===== src/srp_pkg.sv =====
// constants, types and register map for the receive port mode configuration block
//
// Notes on behaviour
// RULE1 - packet mode forward channel uses 40-bit frames with video, control and diagnostics.
// RULE2 - raw pixel modes use 28-bit forward frames at a lower line rate.
// RULE3 - synchronous packet mode: line 160x, pixel clock 4x, back channel 2x reference.
// RULE4 - non-synchronous packet mode: line about 80x serializer clock, back channel 10 Mbps.
// RULE5 - packet forward line rate is independent of the CSI-2 output rate.
// RULE6 - each packet-mode receive port accepts line rates up to 4.16 Gbps.
// RULE7 - packet mode remaps incoming virtual channel IDs per receive port.
// RULE8 - raw mode builds CSI-2 stream with programmable VC and data type per port.
// RULE9 - twelve-bit high mode: 12+2 bits, 37.5-100 MHz, line = pclk*2/3*28.
// RULE10 - twelve-bit low mode: 12+2 bits, 25-50 MHz, line = pclk*28.
// RULE11 - ten-bit mode: 10+2 bits, 50-100 MHz, line = pclk/2*28.
// RULE12 - sensor changes syncs at most once per 10 pixel clocks in ten-bit mode.
// RULE13 - all raw modes run the back channel at 2.5 Mbps, default on selection.
// RULE14 - selecting packet mode defaults the back channel to 50 Mbps.
// RULE15 - writing 010 to rate select at 0x58[2:0] gives 10 Mbps back channel.
// RULE16 - strap levels 0/4 packet, 1/5 twelve-low, 2/6 twelve-high, 3/7 ten-bit.
// RULE17 - strapped receive mode is readable and writable at 0x6D[1:0].
// RULE18 - output interleaves streams as packets tagged by unique virtual channel.
// RULE19 - single CSI-2 transmit port with up to four lanes at 1.6 Gbps.
// RULE20 - control channel serves traffic continuously, never waiting for blanking.
// RULE21 - strap is sampled once after reset and held until software overwrites.
package srp_pkg;

  // ****************************************
  // register map
  // ****************************************
  localparam logic [7:0] REG_BC_RATE   = 8'h58;
  localparam logic [7:0] REG_RX_MODE   = 8'h6D;
  localparam logic [7:0] REG_VC_REMAP0 = 8'h70;
  localparam logic [7:0] REG_RAW_CFG0  = 8'h74;
  localparam logic [7:0] REG_STATUS    = 8'h78;
  localparam logic [7:0] REG_CSI_LANES = 8'h79;
  localparam logic [6:0] I2C_DEV_ADDR  = 7'h3D;  // arbitrary value

  localparam int ST_OVERFLOW = 0;
  localparam int ST_NONSYNC  = 1;
  localparam int ST_FRAME40  = 2;

  typedef enum logic [1:0] {MODE_PACKET, MODE_TWELVE_LOW, MODE_TWELVE_HIGH, MODE_TEN} srp_mode_t;

  // ****************************************
  // rates and frame lengths
  // ****************************************
  localparam logic [2:0]  BC_SEL_2P5       = 3'h0;
  localparam logic [2:0]  BC_SEL_10        = 3'h2;
  localparam logic [2:0]  BC_SEL_50        = 3'h6;
  localparam logic [15:0] BC_KBPS_2P5      = 16'h09C4;  // 2500
  localparam logic [15:0] BC_KBPS_10       = 16'h2710;  // 10000
  localparam logic [15:0] BC_KBPS_50       = 16'hC350;  // 50000
  localparam logic [5:0]  FRAME_BITS_PKT   = 6'h28;     // 40
  localparam logic [5:0]  FRAME_BITS_RAW   = 6'h1C;     // 28
  localparam logic [7:0]  LINE_MULT_SYNC   = 8'hA0;     // 160
  localparam logic [7:0]  LINE_MULT_ASYNC  = 8'h50;     // 80
  localparam logic [7:0]  LINE_MULT_RAW    = 8'h1C;     // 28
  localparam logic [2:0]  PCLK_MULT_SYNC   = 3'h4;
  localparam logic [2:0]  PCLK_MULT_ASYNC  = 3'h2;
  localparam logic [2:0]  BC_MULT_SYNC     = 3'h2;
  localparam logic [15:0] MAX_LINE_MBPS    = 16'h1040;  // 4160
  localparam logic [15:0] CSI_LANE_MBPS    = 16'h0640;  // 1600
  localparam logic [1:0]  CSI_LANES_MAX    = 2'h3;      // lane count minus one
  // pixel clock limits in tenths of MHz
  localparam logic [11:0] PCLK_HIGH_MIN    = 12'h177;
  localparam logic [11:0] PCLK_HIGH_MAX    = 12'h3E8;
  localparam logic [11:0] PCLK_LOW_MIN     = 12'h0FA;
  localparam logic [11:0] PCLK_LOW_MAX     = 12'h1F4;
  localparam logic [11:0] PCLK_TEN_MIN     = 12'h1F4;
  localparam logic [11:0] PCLK_TEN_MAX     = 12'h3E8;
  localparam logic [11:0] PIX_MASK_TEN     = 12'h3FF;
  localparam logic [11:0] PIX_MASK_TWELVE  = 12'hFFF;
  localparam int          FIFO_DEPTH       = 8;

  typedef struct packed {
    logic [1:0]  port;
    logic [1:0]  vc;
    logic [5:0]  dt;
    logic [11:0] pixel;
    logic        lineSync;
    logic        frameSync;
  } srp_link_in_t;

  typedef struct packed {
    logic [1:0]  vc;
    logic [5:0]  dt;
    logic        frameSync;
    logic        lineSync;
    logic [11:0] pixel;
  } srp_word_t;

  typedef struct packed {
    srp_mode_t   mode;
    logic [5:0]  frameBits;
    logic [2:0]  bcSel;
    logic [15:0] bcKbps;
    logic [7:0]  lineMult;
    logic [2:0]  pclkMult;
    logic [2:0]  bcMult;
    logic [1:0]  pclkNum;
    logic [1:0]  pclkDen;
    logic [11:0] pclkMin;
    logic [11:0] pclkMax;
    logic [15:0] maxLineMbps;
    logic [1:0]  csiLanes;
    logic [15:0] laneMbps;
  } srp_link_cfg_t;

endpackage


===== src/srp_port_mode_config.sv =====
// receive port mode configuration: strap decode, i2c registers, link capture and output fifo
`timescale 1ns/1ps

// ****************************************
// output fifo
// ****************************************
module srp_fifo #(
  parameter int WIDTH = 22,
  parameter int DEPTH = 8
) (
  input  wire logic             clk,
  input  wire logic             rstN,
  input  wire logic [WIDTH-1:0] inData,
  input  wire logic             inValid,
  output logic                  inReady,
  output logic [WIDTH-1:0]      outData,
  output logic                  outValid,
  input  wire logic             outReady
);
  localparam int AW = $clog2(DEPTH);
  logic [WIDTH-1:0] mem [DEPTH];
  logic [AW:0]      wrPtr;
  logic [AW:0]      rdPtr;
  wire              full  = (wrPtr[AW] != rdPtr[AW]) && (wrPtr[AW-1:0] == rdPtr[AW-1:0]);
  wire              empty = (wrPtr == rdPtr);
  wire              doWr  = inValid && !full;
  wire              doRd  = outReady && !empty;

  assign inReady  = !full;
  assign outValid = !empty;
  assign outData  = mem[rdPtr[AW-1:0]];

  always_ff @(posedge clk) begin
    if (doWr) begin
      mem[wrPtr[AW-1:0]] <= inData;
    end
  end

  always_ff @(posedge clk or negedge rstN) begin
    if (!rstN) begin
      wrPtr <= '0;
      rdPtr <= '0;
    end else begin
      wrPtr <= wrPtr + (AW+1)'(doWr);
      rdPtr <= rdPtr + (AW+1)'(doRd);
    end
  end
endmodule

// ****************************************
// top
// ****************************************
module srp_port_mode_config (
  input  wire logic                   sys_clk,
  input  wire logic                   resetn,
  input  wire logic                   i2cSclIn,
  input  wire logic                   i2cSdaIn,
  output logic                        i2cSdaOut,
  output logic                        i2cSdaOe,
  input  wire logic [2:0]             modeStrapLevel,
  input  wire logic                   recoveredPixelClock,
  input  wire srp_pkg::srp_link_in_t  linkIn,
  output srp_pkg::srp_word_t          csiWord,
  output logic                        csiValid,
  input  wire logic                   csiReady,
  output srp_pkg::srp_link_cfg_t      linkCfg,
  output logic                        overflow
);

  // ****************************************
  // reset and input synchronisers
  // ****************************************
  logic [1:0]           rstSync;
  logic                 rstN;
  logic                 sclMeta, sclS, sclD, sdaMeta, sdaS, sdaD;
  logic [2:0]           strapMeta, strapS;
  logic                 pclkMeta, pclkS, pclkD;
  srp_pkg::srp_link_in_t linkMeta, linkS;

  always_ff @(posedge sys_clk or negedge resetn) begin
    if (!resetn) begin
      rstSync <= 2'h0;
    end else begin
      rstSync <= {rstSync[0], 1'b1};
    end
  end
  assign rstN = rstSync[1];

  // link pins carry no reset; data is aligned with the sampled clock by equal depth
  always_ff @(posedge sys_clk) begin
    linkMeta  <= linkIn;
    linkS     <= linkMeta;
    strapMeta <= modeStrapLevel;
    strapS    <= strapMeta;
  end

  always_ff @(posedge sys_clk or negedge rstN) begin
    if (!rstN) begin
      {sclMeta, sclS, sclD} <= 3'h7;
      {sdaMeta, sdaS, sdaD} <= 3'h7;
      {pclkMeta, pclkS, pclkD} <= 3'h0;
    end else begin
      {sclMeta, sclS, sclD} <= {i2cSclIn, sclMeta, sclS};
      {sdaMeta, sdaS, sdaD} <= {i2cSdaIn, sdaMeta, sdaS};
      {pclkMeta, pclkS, pclkD} <= {recoveredPixelClock, pclkMeta, pclkS};
    end
  end

  // ****************************************
  // i2c slave, served independent of video
  // ****************************************
  typedef enum logic [3:0] {I_IDLE, I_ADDR, I_ACKA, I_WREG, I_ACKR, I_WDAT, I_ACKW, I_RDAT, I_ACKRD} srp_i2c_t;
  srp_i2c_t    i2cState;
  logic [7:0]  shiftReg;
  logic [3:0]  bitCnt;
  logic        rwBit;
  logic        masterAck;
  logic [7:0]  regPtr;
  logic        regWr;
  logic [7:0]  regWrData;
  logic [7:0]  readData;

  wire startCond = sclS && sdaD && !sdaS;
  wire stopCond  = sclS && !sdaD && sdaS;
  wire sclRise   = sclS && !sclD;
  wire sclFall   = !sclS && sclD;
  wire byteDone  = (bitCnt == 4'h8);
  wire addrHit   = (shiftReg[7:1] == srp_pkg::I2C_DEV_ADDR);

  always_ff @(posedge sys_clk or negedge rstN) begin
    if (!rstN) begin
      i2cState  <= I_IDLE;
      shiftReg  <= 8'h00;
      bitCnt    <= 4'h0;
      rwBit     <= 1'b0;
      masterAck <= 1'b0;
      regPtr    <= 8'h00;
      regWr     <= 1'b0;
      regWrData <= 8'h00;
      i2cSdaOe  <= 1'b0;
    end else begin
      regWr <= 1'b0;
      if (startCond) begin // RULE20
        i2cState <= I_ADDR;
        bitCnt   <= 4'h0;
        i2cSdaOe <= 1'b0;
      end else if (stopCond) begin
        i2cState <= I_IDLE;
        i2cSdaOe <= 1'b0;
      end else if (sclRise) begin
        bitCnt <= bitCnt + 4'h1;
        if (i2cState == I_ADDR || i2cState == I_WREG || i2cState == I_WDAT) begin
          shiftReg <= {shiftReg[6:0], sdaS};
        end
        if (i2cState == I_ACKRD) begin
          masterAck <= !sdaS;
        end
      end else if (sclFall) begin
        case (i2cState)
          I_ADDR: begin
            if (byteDone) begin
              i2cState <= addrHit ? I_ACKA : I_IDLE;
              i2cSdaOe <= addrHit;
              rwBit    <= shiftReg[0];
            end
          end
          I_WREG: begin
            if (byteDone) begin
              i2cState <= I_ACKR;
              regPtr   <= shiftReg;
              i2cSdaOe <= 1'b1;
            end
          end
          I_WDAT: begin
            if (byteDone) begin
              i2cState  <= I_ACKW;
              regWr     <= 1'b1;
              regWrData <= shiftReg;
              i2cSdaOe  <= 1'b1;
            end
          end
          I_ACKA, I_ACKR, I_ACKW: begin
            bitCnt <= 4'h0;
            if (i2cState == I_ACKW) begin
              regPtr <= regPtr + 8'h01;
            end
            if (i2cState == I_ACKA && rwBit) begin
              i2cState <= I_RDAT;
              shiftReg <= readData;
              i2cSdaOe <= !readData[7];
            end else begin
              i2cState <= (i2cState == I_ACKA) ? I_WREG : I_WDAT;
              i2cSdaOe <= 1'b0;
            end
          end
          I_RDAT: begin
            if (byteDone) begin
              i2cState <= I_ACKRD;
              i2cSdaOe <= 1'b0;
              regPtr   <= regPtr + 8'h01;
            end else begin
              shiftReg <= {shiftReg[6:0], 1'b0};
              i2cSdaOe <= !shiftReg[6];
            end
          end
          I_ACKRD: begin
            bitCnt   <= 4'h0;
            i2cState <= masterAck ? I_RDAT : I_IDLE;
            shiftReg <= readData;
            i2cSdaOe <= masterAck && !readData[7];
          end
          I_IDLE: begin
            i2cSdaOe <= 1'b0;
          end
          default: begin
            i2cState <= I_IDLE;
            i2cSdaOe <= 1'b0;
          end
        endcase
      end
    end
  end

  // open drain: only ever pulls low
  always_ff @(posedge sys_clk or negedge rstN) begin
    if (!rstN) begin
      i2cSdaOut <= 1'b0;
    end else begin
      i2cSdaOut <= 1'b0;
    end
  end

  // ****************************************
  // registers
  // ****************************************
  function automatic logic inRange(input logic [7:0] a, input logic [7:0] base);
    return (a >= base) && (a < base + 8'h04);
  endfunction

  srp_pkg::srp_mode_t rxMode;
  logic [2:0]         bcSel;
  logic [7:0]         vcRemap [4];
  logic [7:0]         rawCfg [4];
  logic [1:0]         csiLanes;
  logic               strapDone;
  logic               pushDrop;

  wire writeMode  = regWr && (regPtr == srp_pkg::REG_RX_MODE);
  wire writeBc    = regWr && (regPtr == srp_pkg::REG_BC_RATE);
  wire writeStat  = regWr && (regPtr == srp_pkg::REG_STATUS);
  wire writeLanes = regWr && (regPtr == srp_pkg::REG_CSI_LANES);
  wire [1:0] ptrIdx = regPtr[1:0];
  wire srp_pkg::srp_mode_t newMode = !strapDone ? srp_pkg::srp_mode_t'(strapS[1:0])
                                                 : srp_pkg::srp_mode_t'(regWrData[1:0]);
  wire modeLoad = !strapDone || writeMode;
  wire nonSync  = (rxMode == srp_pkg::MODE_PACKET) && (bcSel == srp_pkg::BC_SEL_10);
  wire [7:0] statusByte = {5'h00, rxMode == srp_pkg::MODE_PACKET, nonSync, overflow};

  assign readData = (regPtr == srp_pkg::REG_BC_RATE)   ? {5'h00, bcSel} :
                    (regPtr == srp_pkg::REG_RX_MODE)   ? {6'h00, rxMode} :
                    inRange(regPtr, srp_pkg::REG_VC_REMAP0) ? vcRemap[ptrIdx] :
                    inRange(regPtr, srp_pkg::REG_RAW_CFG0)  ? rawCfg[ptrIdx] :
                    (regPtr == srp_pkg::REG_STATUS)    ? statusByte :
                    (regPtr == srp_pkg::REG_CSI_LANES) ? {6'h00, csiLanes} : 8'h00;

  always_ff @(posedge sys_clk or negedge rstN) begin
    if (!rstN) begin
      rxMode    <= srp_pkg::MODE_PACKET;
      bcSel     <= srp_pkg::BC_SEL_50;
      strapDone <= 1'b0;
      csiLanes  <= srp_pkg::CSI_LANES_MAX;
    end else begin
      strapDone <= 1'b1; // RULE21
      if (modeLoad) begin
        rxMode <= newMode; // RULE16 RULE17
        bcSel  <= (newMode == srp_pkg::MODE_PACKET) ? srp_pkg::BC_SEL_50 : srp_pkg::BC_SEL_2P5; // RULE13 RULE14
      end else if (writeBc) begin
        bcSel <= regWrData[2:0]; // RULE15
      end
      if (writeLanes) begin
        csiLanes <= regWrData[1:0]; // RULE19
      end
    end
  end

  genvar gi;
  generate
    for (gi = 0; gi < 4; gi++) begin : g_port
      always_ff @(posedge sys_clk or negedge rstN) begin
        if (!rstN) begin
          vcRemap[gi] <= 8'hE4;  // identity map
          rawCfg[gi]  <= 8'h00;
        end else begin
          if (regWr && regPtr == srp_pkg::REG_VC_REMAP0 + 8'(gi)) begin
            vcRemap[gi] <= regWrData;
          end
          if (regWr && regPtr == srp_pkg::REG_RAW_CFG0 + 8'(gi)) begin
            rawCfg[gi] <= regWrData;
          end
        end
      end
    end
  endgenerate

  // sticky: a new drop wins over a write-one clear in the same cycle
  always_ff @(posedge sys_clk or negedge rstN) begin
    if (!rstN) begin
      overflow <= 1'b0;
    end else begin
      overflow <= pushDrop || (overflow && !(writeStat && regWrData[srp_pkg::ST_OVERFLOW]));
    end
  end

  // ****************************************
  // link capture into the fifo
  // ****************************************
  wire pclkEdge = pclkS && !pclkD;
  wire isPacket = (rxMode == srp_pkg::MODE_PACKET);
  wire [7:0] portMap = vcRemap[linkS.port];
  wire [7:0] portRaw = rawCfg[linkS.port];
  wire [1:0] mappedVc = portMap[{linkS.vc, 1'b0} +: 2];
  wire [11:0] pixMask = (rxMode == srp_pkg::MODE_TEN) ? srp_pkg::PIX_MASK_TEN : srp_pkg::PIX_MASK_TWELVE;
  srp_pkg::srp_word_t pushWord;
  logic fifoInReady;
  srp_pkg::srp_word_t fifoOut;
  logic fifoOutValid;
  wire  takeOut = fifoOutValid && (!csiValid || csiReady);

  assign pushWord.vc        = isPacket ? mappedVc : portRaw[7:6]; // RULE7 RULE8 RULE18
  assign pushWord.dt        = isPacket ? linkS.dt : portRaw[5:0]; // RULE8
  assign pushWord.frameSync = linkS.frameSync;
  assign pushWord.lineSync  = linkS.lineSync;
  assign pushWord.pixel     = linkS.pixel & pixMask; // RULE11
  assign pushDrop           = pclkEdge && !fifoInReady;

  srp_fifo #(
    .WIDTH ($bits(srp_pkg::srp_word_t)),
    .DEPTH (srp_pkg::FIFO_DEPTH)
  ) u_fifo (
    .clk      (sys_clk),
    .rstN     (rstN),
    .inData   (pushWord),
    .inValid  (pclkEdge),
    .inReady  (fifoInReady),
    .outData  (fifoOut),
    .outValid (fifoOutValid),
    .outReady (!csiValid || csiReady)
  );

  always_ff @(posedge sys_clk or negedge rstN) begin
    if (!rstN) begin
      csiValid <= 1'b0;
      csiWord  <= '0;
    end else if (!csiValid || csiReady) begin
      csiValid <= fifoOutValid;
      if (takeOut) begin
        csiWord <= fifoOut;
      end
    end
  end

  // ****************************************
  // derived link configuration
  // ****************************************
  srp_pkg::srp_link_cfg_t next_linkCfg;
  always_comb begin
    next_linkCfg             = '0;
    next_linkCfg.mode        = rxMode;
    next_linkCfg.bcSel       = bcSel;
    next_linkCfg.maxLineMbps = srp_pkg::MAX_LINE_MBPS; // RULE6
    next_linkCfg.csiLanes    = csiLanes;
    next_linkCfg.laneMbps    = srp_pkg::CSI_LANE_MBPS; // RULE19
    if (isPacket) begin
      // line rate follows the serializer clock only, never the csi side
      next_linkCfg.frameBits = srp_pkg::FRAME_BITS_PKT; // RULE1 RULE5
      next_linkCfg.lineMult  = nonSync ? srp_pkg::LINE_MULT_ASYNC : srp_pkg::LINE_MULT_SYNC; // RULE3 RULE4
      next_linkCfg.pclkMult  = nonSync ? srp_pkg::PCLK_MULT_ASYNC : srp_pkg::PCLK_MULT_SYNC;
      next_linkCfg.bcMult    = nonSync ? 3'h0 : srp_pkg::BC_MULT_SYNC;
      next_linkCfg.bcKbps    = nonSync ? srp_pkg::BC_KBPS_10 :
                               (bcSel == srp_pkg::BC_SEL_2P5) ? srp_pkg::BC_KBPS_2P5 : srp_pkg::BC_KBPS_50;
      next_linkCfg.pclkNum   = 2'h1;
      next_linkCfg.pclkDen   = 2'h1;
    end else begin
      next_linkCfg.frameBits = srp_pkg::FRAME_BITS_RAW; // RULE2
      next_linkCfg.lineMult  = srp_pkg::LINE_MULT_RAW;
      next_linkCfg.bcKbps    = srp_pkg::BC_KBPS_2P5; // RULE13
      case (rxMode)
        srp_pkg::MODE_TWELVE_HIGH: begin // RULE9
          next_linkCfg.pclkNum = 2'h2;
          next_linkCfg.pclkDen = 2'h3;
          next_linkCfg.pclkMin = srp_pkg::PCLK_HIGH_MIN;
          next_linkCfg.pclkMax = srp_pkg::PCLK_HIGH_MAX;
        end
        srp_pkg::MODE_TWELVE_LOW: begin // RULE10
          next_linkCfg.pclkNum = 2'h1;
          next_linkCfg.pclkDen = 2'h1;
          next_linkCfg.pclkMin = srp_pkg::PCLK_LOW_MIN;
          next_linkCfg.pclkMax = srp_pkg::PCLK_LOW_MAX;
        end
        default: begin // RULE11
          next_linkCfg.pclkNum = 2'h1;
          next_linkCfg.pclkDen = 2'h2;
          next_linkCfg.pclkMin = srp_pkg::PCLK_TEN_MIN;
          next_linkCfg.pclkMax = srp_pkg::PCLK_TEN_MAX;
        end
      endcase
    end
  end

  always_ff @(posedge sys_clk or negedge rstN) begin
    if (!rstN) begin
      linkCfg <= '0;
    end else begin
      linkCfg <= next_linkCfg;
    end
  end
endmodule


===== config.mk =====
export PLATFORM = sky130hd
export DESIGN_NAME = srp_port_mode_config
export DESIGN_NICKNAME = d
export VERILOG_FILES = /design/src/srp_pkg.sv /design/src/srp_port_mode_config.sv
export SDC_FILE = /design/constraint.sdc
export NUM_CORES = 1
export LEC_CHECK = 0
export BUFFER_PORTS_ARGS = -buffer_cell sky130_fd_sc_hd__buf_2
export CAP_MARGIN = 0
export CORE_ASPECT_RATIO = 0.7
export CORE_MARGIN = 10
export CORE_UTILIZATION = 35
export DETAILED_ROUTE_END_ITERATION = 7
export GPL_ROUTABILITY_DRIVEN = 0
export SLEW_MARGIN = 40
export SYNTH_ARGS = -nofsm -noshare
export SYNTH_HDL_FRONTEND = slang
export SYNTH_SLANG_ARGS = --single-unit

===== constraint.sdc =====
create_clock -name sys_clk -period 8.5 [get_ports sys_clk]
set_input_delay 1.7 -clock sys_clk [delete_from_list [all_inputs] [get_ports sys_clk]]
set_output_delay 1.7 -clock sys_clk [all_outputs]
set_load 0.005 [all_outputs]

# ---- Word level (Yosys, flattened, before mapping)
# Memories as Yosys holds them, arrays and structs flattened. A register that Yosys moved wholly into a read port is not among the register bits.
# Cells that the tools add are included.
# W data, S select, Z words.
dict set report word_totals {
  mem_bits_rw 176
  inputBits 33
  memories 1
  out_inout_bits 129
  word_cells 276
  register_bits 254
}
# name depth width rd rd_ports_with_merged_regs wr line
set mem_list {}
lappend mem_list {u_fifo.mem 8 22 1 1 1 srp_port_mode_config.sv:21} ;# logic [WIDTH-1:0] mem [DEPTH];
dict set report op_classes {
  n_addsub 4
  eq_ne 43
  n_lt_le_gt_ge 6
  shift 1
  bitwise_logic 6
  n_mux 81
  n_reduce_logical 71
}
# operator n
set ops {}
lappend ops {{$mux W8} 21}
lappend ops {{$eq A8 B7 Y1 const B} 12}
lappend ops {{$bmux W8 S2} 4}
lappend ops {{$mux W4} 14}
lappend ops {{$pmux W28 S2} 1}
lappend ops {{$mux W24} 2}
lappend ops {{$pmux W8 S3} 2}
lappend ops {{$mux W16} 2}
lappend ops {{$logic_and A1 B1 Y1} 30}
lappend ops {{$pmux W4 S7} 1}
lappend ops {{$mux W3} 8}
lappend ops {{$mux W6} 3}
lappend ops {{$eq A4 B3 Y1 const B} 4}
lappend ops {{$ge A8 B7 Y1 const B} 2}
lappend ops {{$lt A8 B7 Y1 const B} 2}
lappend ops {{$mux W1} 16}
lappend ops {{$ne A4 B4 Y1 const B} 4}
lappend ops {{$reduce_and A7 Y1} 2}
lappend ops {{$logic_not A1 Y1} 13}
lappend ops {{$and A12 B12 Y12} 1}
lappend ops {{$mux W12} 1}
lappend ops {{$ne A3 B3 Y1 const B} 4}
lappend ops {{$reduce_and A6 Y1} 2}
lappend ops {{$reduce_bool A3 Y1} 4}
lappend ops {{35 further kinds} 57}

# ---- Depth between registers and ports, before layout
dict set report logic_depth {
  depth_word 15
  ltp_mapped 9
  mapped_depth_nobuf 7
}

# ---- By module
# Synthesis repeated with hierarchy kept, for this count alone.
dict set report hier_totals {
  hier_cells 1069
  area_unflattened_um2 17032.6
}
# module n_inst seq_area_each_um2 cells_each area_per_inst_um2
set modules_own_cells {}
lappend modules_own_cells {srp_port_mode_config 1 5227.5 774 9803.2}
lappend modules_own_cells {srp_fifo 1 5485.3 295 7229.4}

# ---- Worst setup path after synthesis
# Ideal clock, no wire load.
dict set report synth_timing {
  kind {flip-flop to flip-flop}
  start {register u_fifo.rdPtr[1]}
  end {memory u_fifo.mem[0][0], enable pin}
  stages_incl_launch_ff 7
  path_buffers 1
  t_arrival_ps 2794
  path_slack_ps 5277
  synth_period_minus_slack_ps 3223
  cell_sequence {dfrtp_1 -> clkbuf_1 -> xor2_1 -> nor3_1 -> a21oi_1 -> nand2b_1 -> nor3_1}
}
dict set report synth_via {
  elab_chain_len 6
}
# item line
set synth_lines {}
lappend synth_lines {{from (decl)} srp_port_mode_config.sv:23} ;# logic [AW:0] rdPtr;
lappend synth_lines {{from (signal assigned)} srp_port_mode_config.sv:45} ;# rdPtr <= rdPtr + (AW+1)'(doRd);
lappend synth_lines {{$eq A3 B3 Y1} srp_port_mode_config.sv:24} ;# wire full = (wrPtr[AW] != rdPtr[AW]) && (wrPtr[AW-1:0] == rdPtr[AW-1:0]);
lappend synth_lines {{$logic_and A1 B1 Y1} srp_port_mode_config.sv:24}
lappend synth_lines {{$logic_not A1 Y1} srp_port_mode_config.sv:26} ;# wire doWr = inValid && !full;
lappend synth_lines {{$logic_and A1 B1 Y1} srp_port_mode_config.sv:26}
lappend synth_lines {{$mux W1} srp_port_mode_config.sv:34} ;# if (doWr) begin
lappend synth_lines {{$mux W1 (not written as such)} srp_port_mode_config.sv:35} ;# mem[wrPtr[AW-1:0]] <= inData;
lappend synth_lines {{to (decl)} srp_port_mode_config.sv:21}
# No other way between the ends.

==> load_flow_metrics.sql <==
INSERT INTO impl_metrics (metric_group, metric, value, unit) VALUES
('layout', 'area_growth_syn_to_layout', '13.85', '%'),
('detailed_routing', 'final_antenna_net_count', '0', ''),
('die', 'floorplan.rows', '66', ''),
('cts', 'worst_skew_pair.late_latency', '0.56', 'ns'),
('cts', 'ctsRootBufferMaster', 'sky130_fd_sc_hd__clkbuf_16', ''),
('logic_synthesis', 'synth_cells', '1109', ''),
('power', 'max_vdd_drop', '155.5', 'µV'),
('layout', 'commonest_non_fill_non_tap_cells_in_the_layout', 'sky130_fd_sc_hd__edfxtp_1 (176), sky130_fd_sc_hd__dfrtp_1 (144), sky130_fd_sc_hd__buf_2 (113), sky130_fd_sc_hd__mux2_2 (84), sky130_fd_sc_hd__mux4_2 (78)', ''),
('detailed_routing', 'drtIter0Drc', '814', ''),
('power', 'power.sequential.fraction', '47.1', '%'),
('detailed_routing', 'met3_length', '3312', 'µm'),
('cts', 'cts.sink_count', '402', ''),
('detailed_routing', 'routed_length_per_placed_instance', '19.85', 'µm'),
('sta', 'grt_setup_unrepaired', 'no', ''),
('detailed_routing', 'postRouteWirelength', '36590', 'µm'),
('die', 'floorplan.die_area', '57140', 'µm²'),
('logic_synthesis', 'syn_area', '16750', 'µm²'),
('critical_path', 'worst-path-max-fanout', '13', ''),
('power', 'switching_power_total', '1.332', 'mW'),
('min_path', 'hp-class', 'reg2reg', ''),
('critical_path', 'critical_path.max_stage_delay', '0.57', 'ns'),
('layout', 'share_of_layout_cells_above_drive_strength_1', '33.06', '%'),
('grt', 'grt_pass1_vias', '9297', ''),
('outcome', 'outcome', 'finished clean', ''),
('critical_path', 'critical_path.slowest_cell', 'sky130_fd_sc_hd__dfrtp_1', ''),
('grt', 'total_routing_resource_utilization_after_global_routing', '12.61', '%'),
('logic_synthesis', 'synth-main-ff-cell', 'sky130_fd_sc_hd__edfxtp_1', ''),
('critical_path', 'critPathTopFamily', 'flip-flops', ''),
('cts', 'clock_tree.buffer_depth', '3', ''),
('detailed_routing', 'met1Wirelength', '17320', 'µm'),
('cts', 'clkTransAtPathRegs', '0.06', 'ns'),
('detailed_routing', 'firstDrtPassIters', '7', ''),
('critical_path', 'timing.critical_path.buf_inv', '1', ''),
('sta', 'worst-slew-pin-transition', '0.7092', 'ns'),
('logic_synthesis', 'asyncSetResetFlopFracSynth', '43.28', '%'),
('layout', 'net_count_final', '1251', ''),
('detailed_routing', 'maxUsedRoutingLayer', 'met4', ''),
('logic_synthesis', 'post_synth_edffs', '176', ''),
('placed_design', 'buffer_ports.inserted', '113', ''),
('logic_synthesis', 'ys.warnings.count', '0', ''),
('placed_design', 'place.detailed.hpwl', '24320', 'µm'),
('die', 'dieWidth', '281.5', 'µm'),
('power', 'total_leakage_power', '7.624', 'nW'),
('cts', 'tritoncts', 'done', ''),
('critical_path', 'worstPathRequired', '6.80', 'ns'),
('detailed_routing', 'drt-vias-per-instance', '5.026', ''),
('critical_path', 'critPathKind', 'reg2out', ''),
('detailed_routing', 'drt_drc_violations_left', '0', ''),
('grt', 'grt.overflow.total', '0', ''),
('layout', 'diodes', '0', ''),
('power', 'power.total', '4.914', 'mW'),
('power', 'power-per-cell-area', '257.7', 'nW/µm²'),
('grt', 'grt_pass1_wl', '56370', 'µm'),
('grt', 'grt_start_max_net_pins', '72', ''),
('sta', 'final_max_slew_viol_count', '0', ''),
('logic_synthesis', 'synth.yosys.seq_area_share', '63.97', '%'),
('sta', 'max_freq', '331.7', 'MHz'),
('cts', 'tritoncts.num_buffers', '40', ''),
('die', 'ios', '162', ''),
('sta', 'setup_total_negative_slack', '0', 'ns'),
('die', 'start_util', '35.70', '%'),
('cts', 'hold_buffers', '0', ''),
('critical_path', 'worst-r2r-setup-slack', '5.78', 'ns'),
('sta', 'finalWorstPathRequiredPeriod', '3.015', 'ns'),
('detailed_routing', 'dr_total_vias', '9263', ''),
('power', 'share_comb_of_total_power', '18.2', '%'),
('cts', 'post-cts-setup-buffers', '0', ''),
('power', 'cell_internal_pwr', '3.581', 'mW'),
('logic_synthesis', 'syn_area_per_cell', '15.10', 'µm²'),
('critical_path', 'cp-start-kind', 'register', ''),
('job', 'drv.max_cap_violation_count', '0', '');
[metrics by stage]
stage | area, µm² | utilization, % | setup slack [ns] | cells
3_5_place_dp | 17690 | 37.71 | 5.434 | 1765
5_1_grt | 19070 | 40.65 | 5.401 | 1843
2_1_floorplan | 16920 | - | 3.338 | 1156
4_1_cts | 18960 | 40.43 | 5.465 | 1839
6_report | 19070 | 40.65 | 5.485 | 1843
3_3_place_gp | 17600 | 37.53 | 5.104 | 1761
[cells in the mapped netlist (3+ instances only)]
cell type                  number  area [µm²]
sky130_fd_sc_hd__a21oi_1       24       120.1
sky130_fd_sc_hd__a22oi_1        6       45.04
sky130_fd_sc_hd__a31oi_1       10       62.56
sky130_fd_sc_hd__and2_1         4       25.02
sky130_fd_sc_hd__and3_1        11       68.82
sky130_fd_sc_hd__buf_2         21       105.1
sky130_fd_sc_hd__buf_4         81       608.1
sky130_fd_sc_hd__clkbuf_1      30       112.6
sky130_fd_sc_hd__dfrtp_1      148        3704
sky130_fd_sc_hd__dfstp_2       26       683.2
sky130_fd_sc_hd__dfxtp_1       52        1041
sky130_fd_sc_hd__edfxtp_1     176        5285
sky130_fd_sc_hd__ha_1          19       237.7
sky130_fd_sc_hd__inv_1         23       86.33
sky130_fd_sc_hd__mux2_2        84       945.9
sky130_fd_sc_hd__mux2i_1       26       260.3
sky130_fd_sc_hd__mux4_2        78        1757
sky130_fd_sc_hd__nand2_1       77       289.0
sky130_fd_sc_hd__nand2b_1       9       56.30
sky130_fd_sc_hd__nand3_1       24       120.1
sky130_fd_sc_hd__nand3b_1       4       30.03
sky130_fd_sc_hd__nand4_1        3       18.77
sky130_fd_sc_hd__nand4b_1       5       43.79
sky130_fd_sc_hd__nor2_1        31       116.4
sky130_fd_sc_hd__nor2b_1       10       62.56
sky130_fd_sc_hd__nor3_1         9       45.04
sky130_fd_sc_hd__nor4_1         4       25.02
sky130_fd_sc_hd__o211ai_1       3       22.52
sky130_fd_sc_hd__o21ai_0       48       240.2
sky130_fd_sc_hd__o21bai_1       3       22.52
sky130_fd_sc_hd__o22a_1         7       61.31
sky130_fd_sc_hd__or4_1          3       22.52
sky130_fd_sc_hd__xor2_1         7       61.31
[registers in the layout, indices dropped and copies added (netlist names), 3 cells and up]
name	flops
regWrData	8
vcRemap	32
u_fifo.mem	176
bitCnt	4
csiWord	22
bcSel	3
shiftReg	8
u_fifo.rdPtr	4
linkMeta	24
rawCfg	32
i2cState	4
u_fifo.wrPtr	4
linkCfg	24
regPtr	8
linkS	24
[path summary, 6_finish.rpt]
kind	start	end	depth (start not counted)
max in group asynchronous	rstSync[1]	regPtr[0]	2
setup / recovery	linkCfg[84]	linkCfg[24]	1
min in group asynchronous	rstSync[1]	i2cState[0]	0
hold / removal	linkMeta[3]	linkS[3]	0
setup reg to reg	sclD	regPtr[0]	7
hold reg to reg	linkMeta[3]	linkS[3]	0
[cells by family (layout without fill, tap and decap cells)]
group | after synthesis | in the layout | share of synthesized area, %
xor gates and xnor gates | 9 | 9 | 0.4707
muxes | 188 | 188 | 17.69
AOI/OAI and AO/OA | 120 | 120 | 4.543
adders and majority gates | 19 | 19 | 1.420
buffers and inverters | 159 | 234 | 5.543
DFF | 402 | 402 | 63.97
other | 2 | 49 | 0.04484
and+or+nand+nor | 210 | 210 | 6.320
[area by class of cell]
| cell class | instances | area (µm²) |
|---|---|---|
| repair buffers | 136 | 859.6 |
| clock buffers | 54 | 1136 |
| clock inverters | 20 | 140.1 |
| flip-flops and latches | 402 | 10720 |
| multi-input cells | 595 | 5351 |
| fillers | 4311 | 27840 |
| inverters | 24 | 90.09 |
| well taps | 612 | 765.7 |
[metal layers]
layer  vias up  global-route usage, %
li1       4192                      -
met1      4735                  18.59
met2       296                  17.62
met3        40                  4.136
met4         0                  2.725
met5         -                      0
[power groups by stage]
stage | sequential [mW] | combinational [mW] | clock [mW]
after floorplan | 2.33 | 0.632 | 0
after global placement | 2.35 | 0.880 | 0
after detailed placement | 2.35 | 0.907 | 0
after CTS | 2.32 | 0.910 | 1.76
after global routing | 2.34 | 0.994 | 1.85
final | 2.31 | 0.894 | 1.71
No activity file was read; power rests on OpenSTA's default activity.
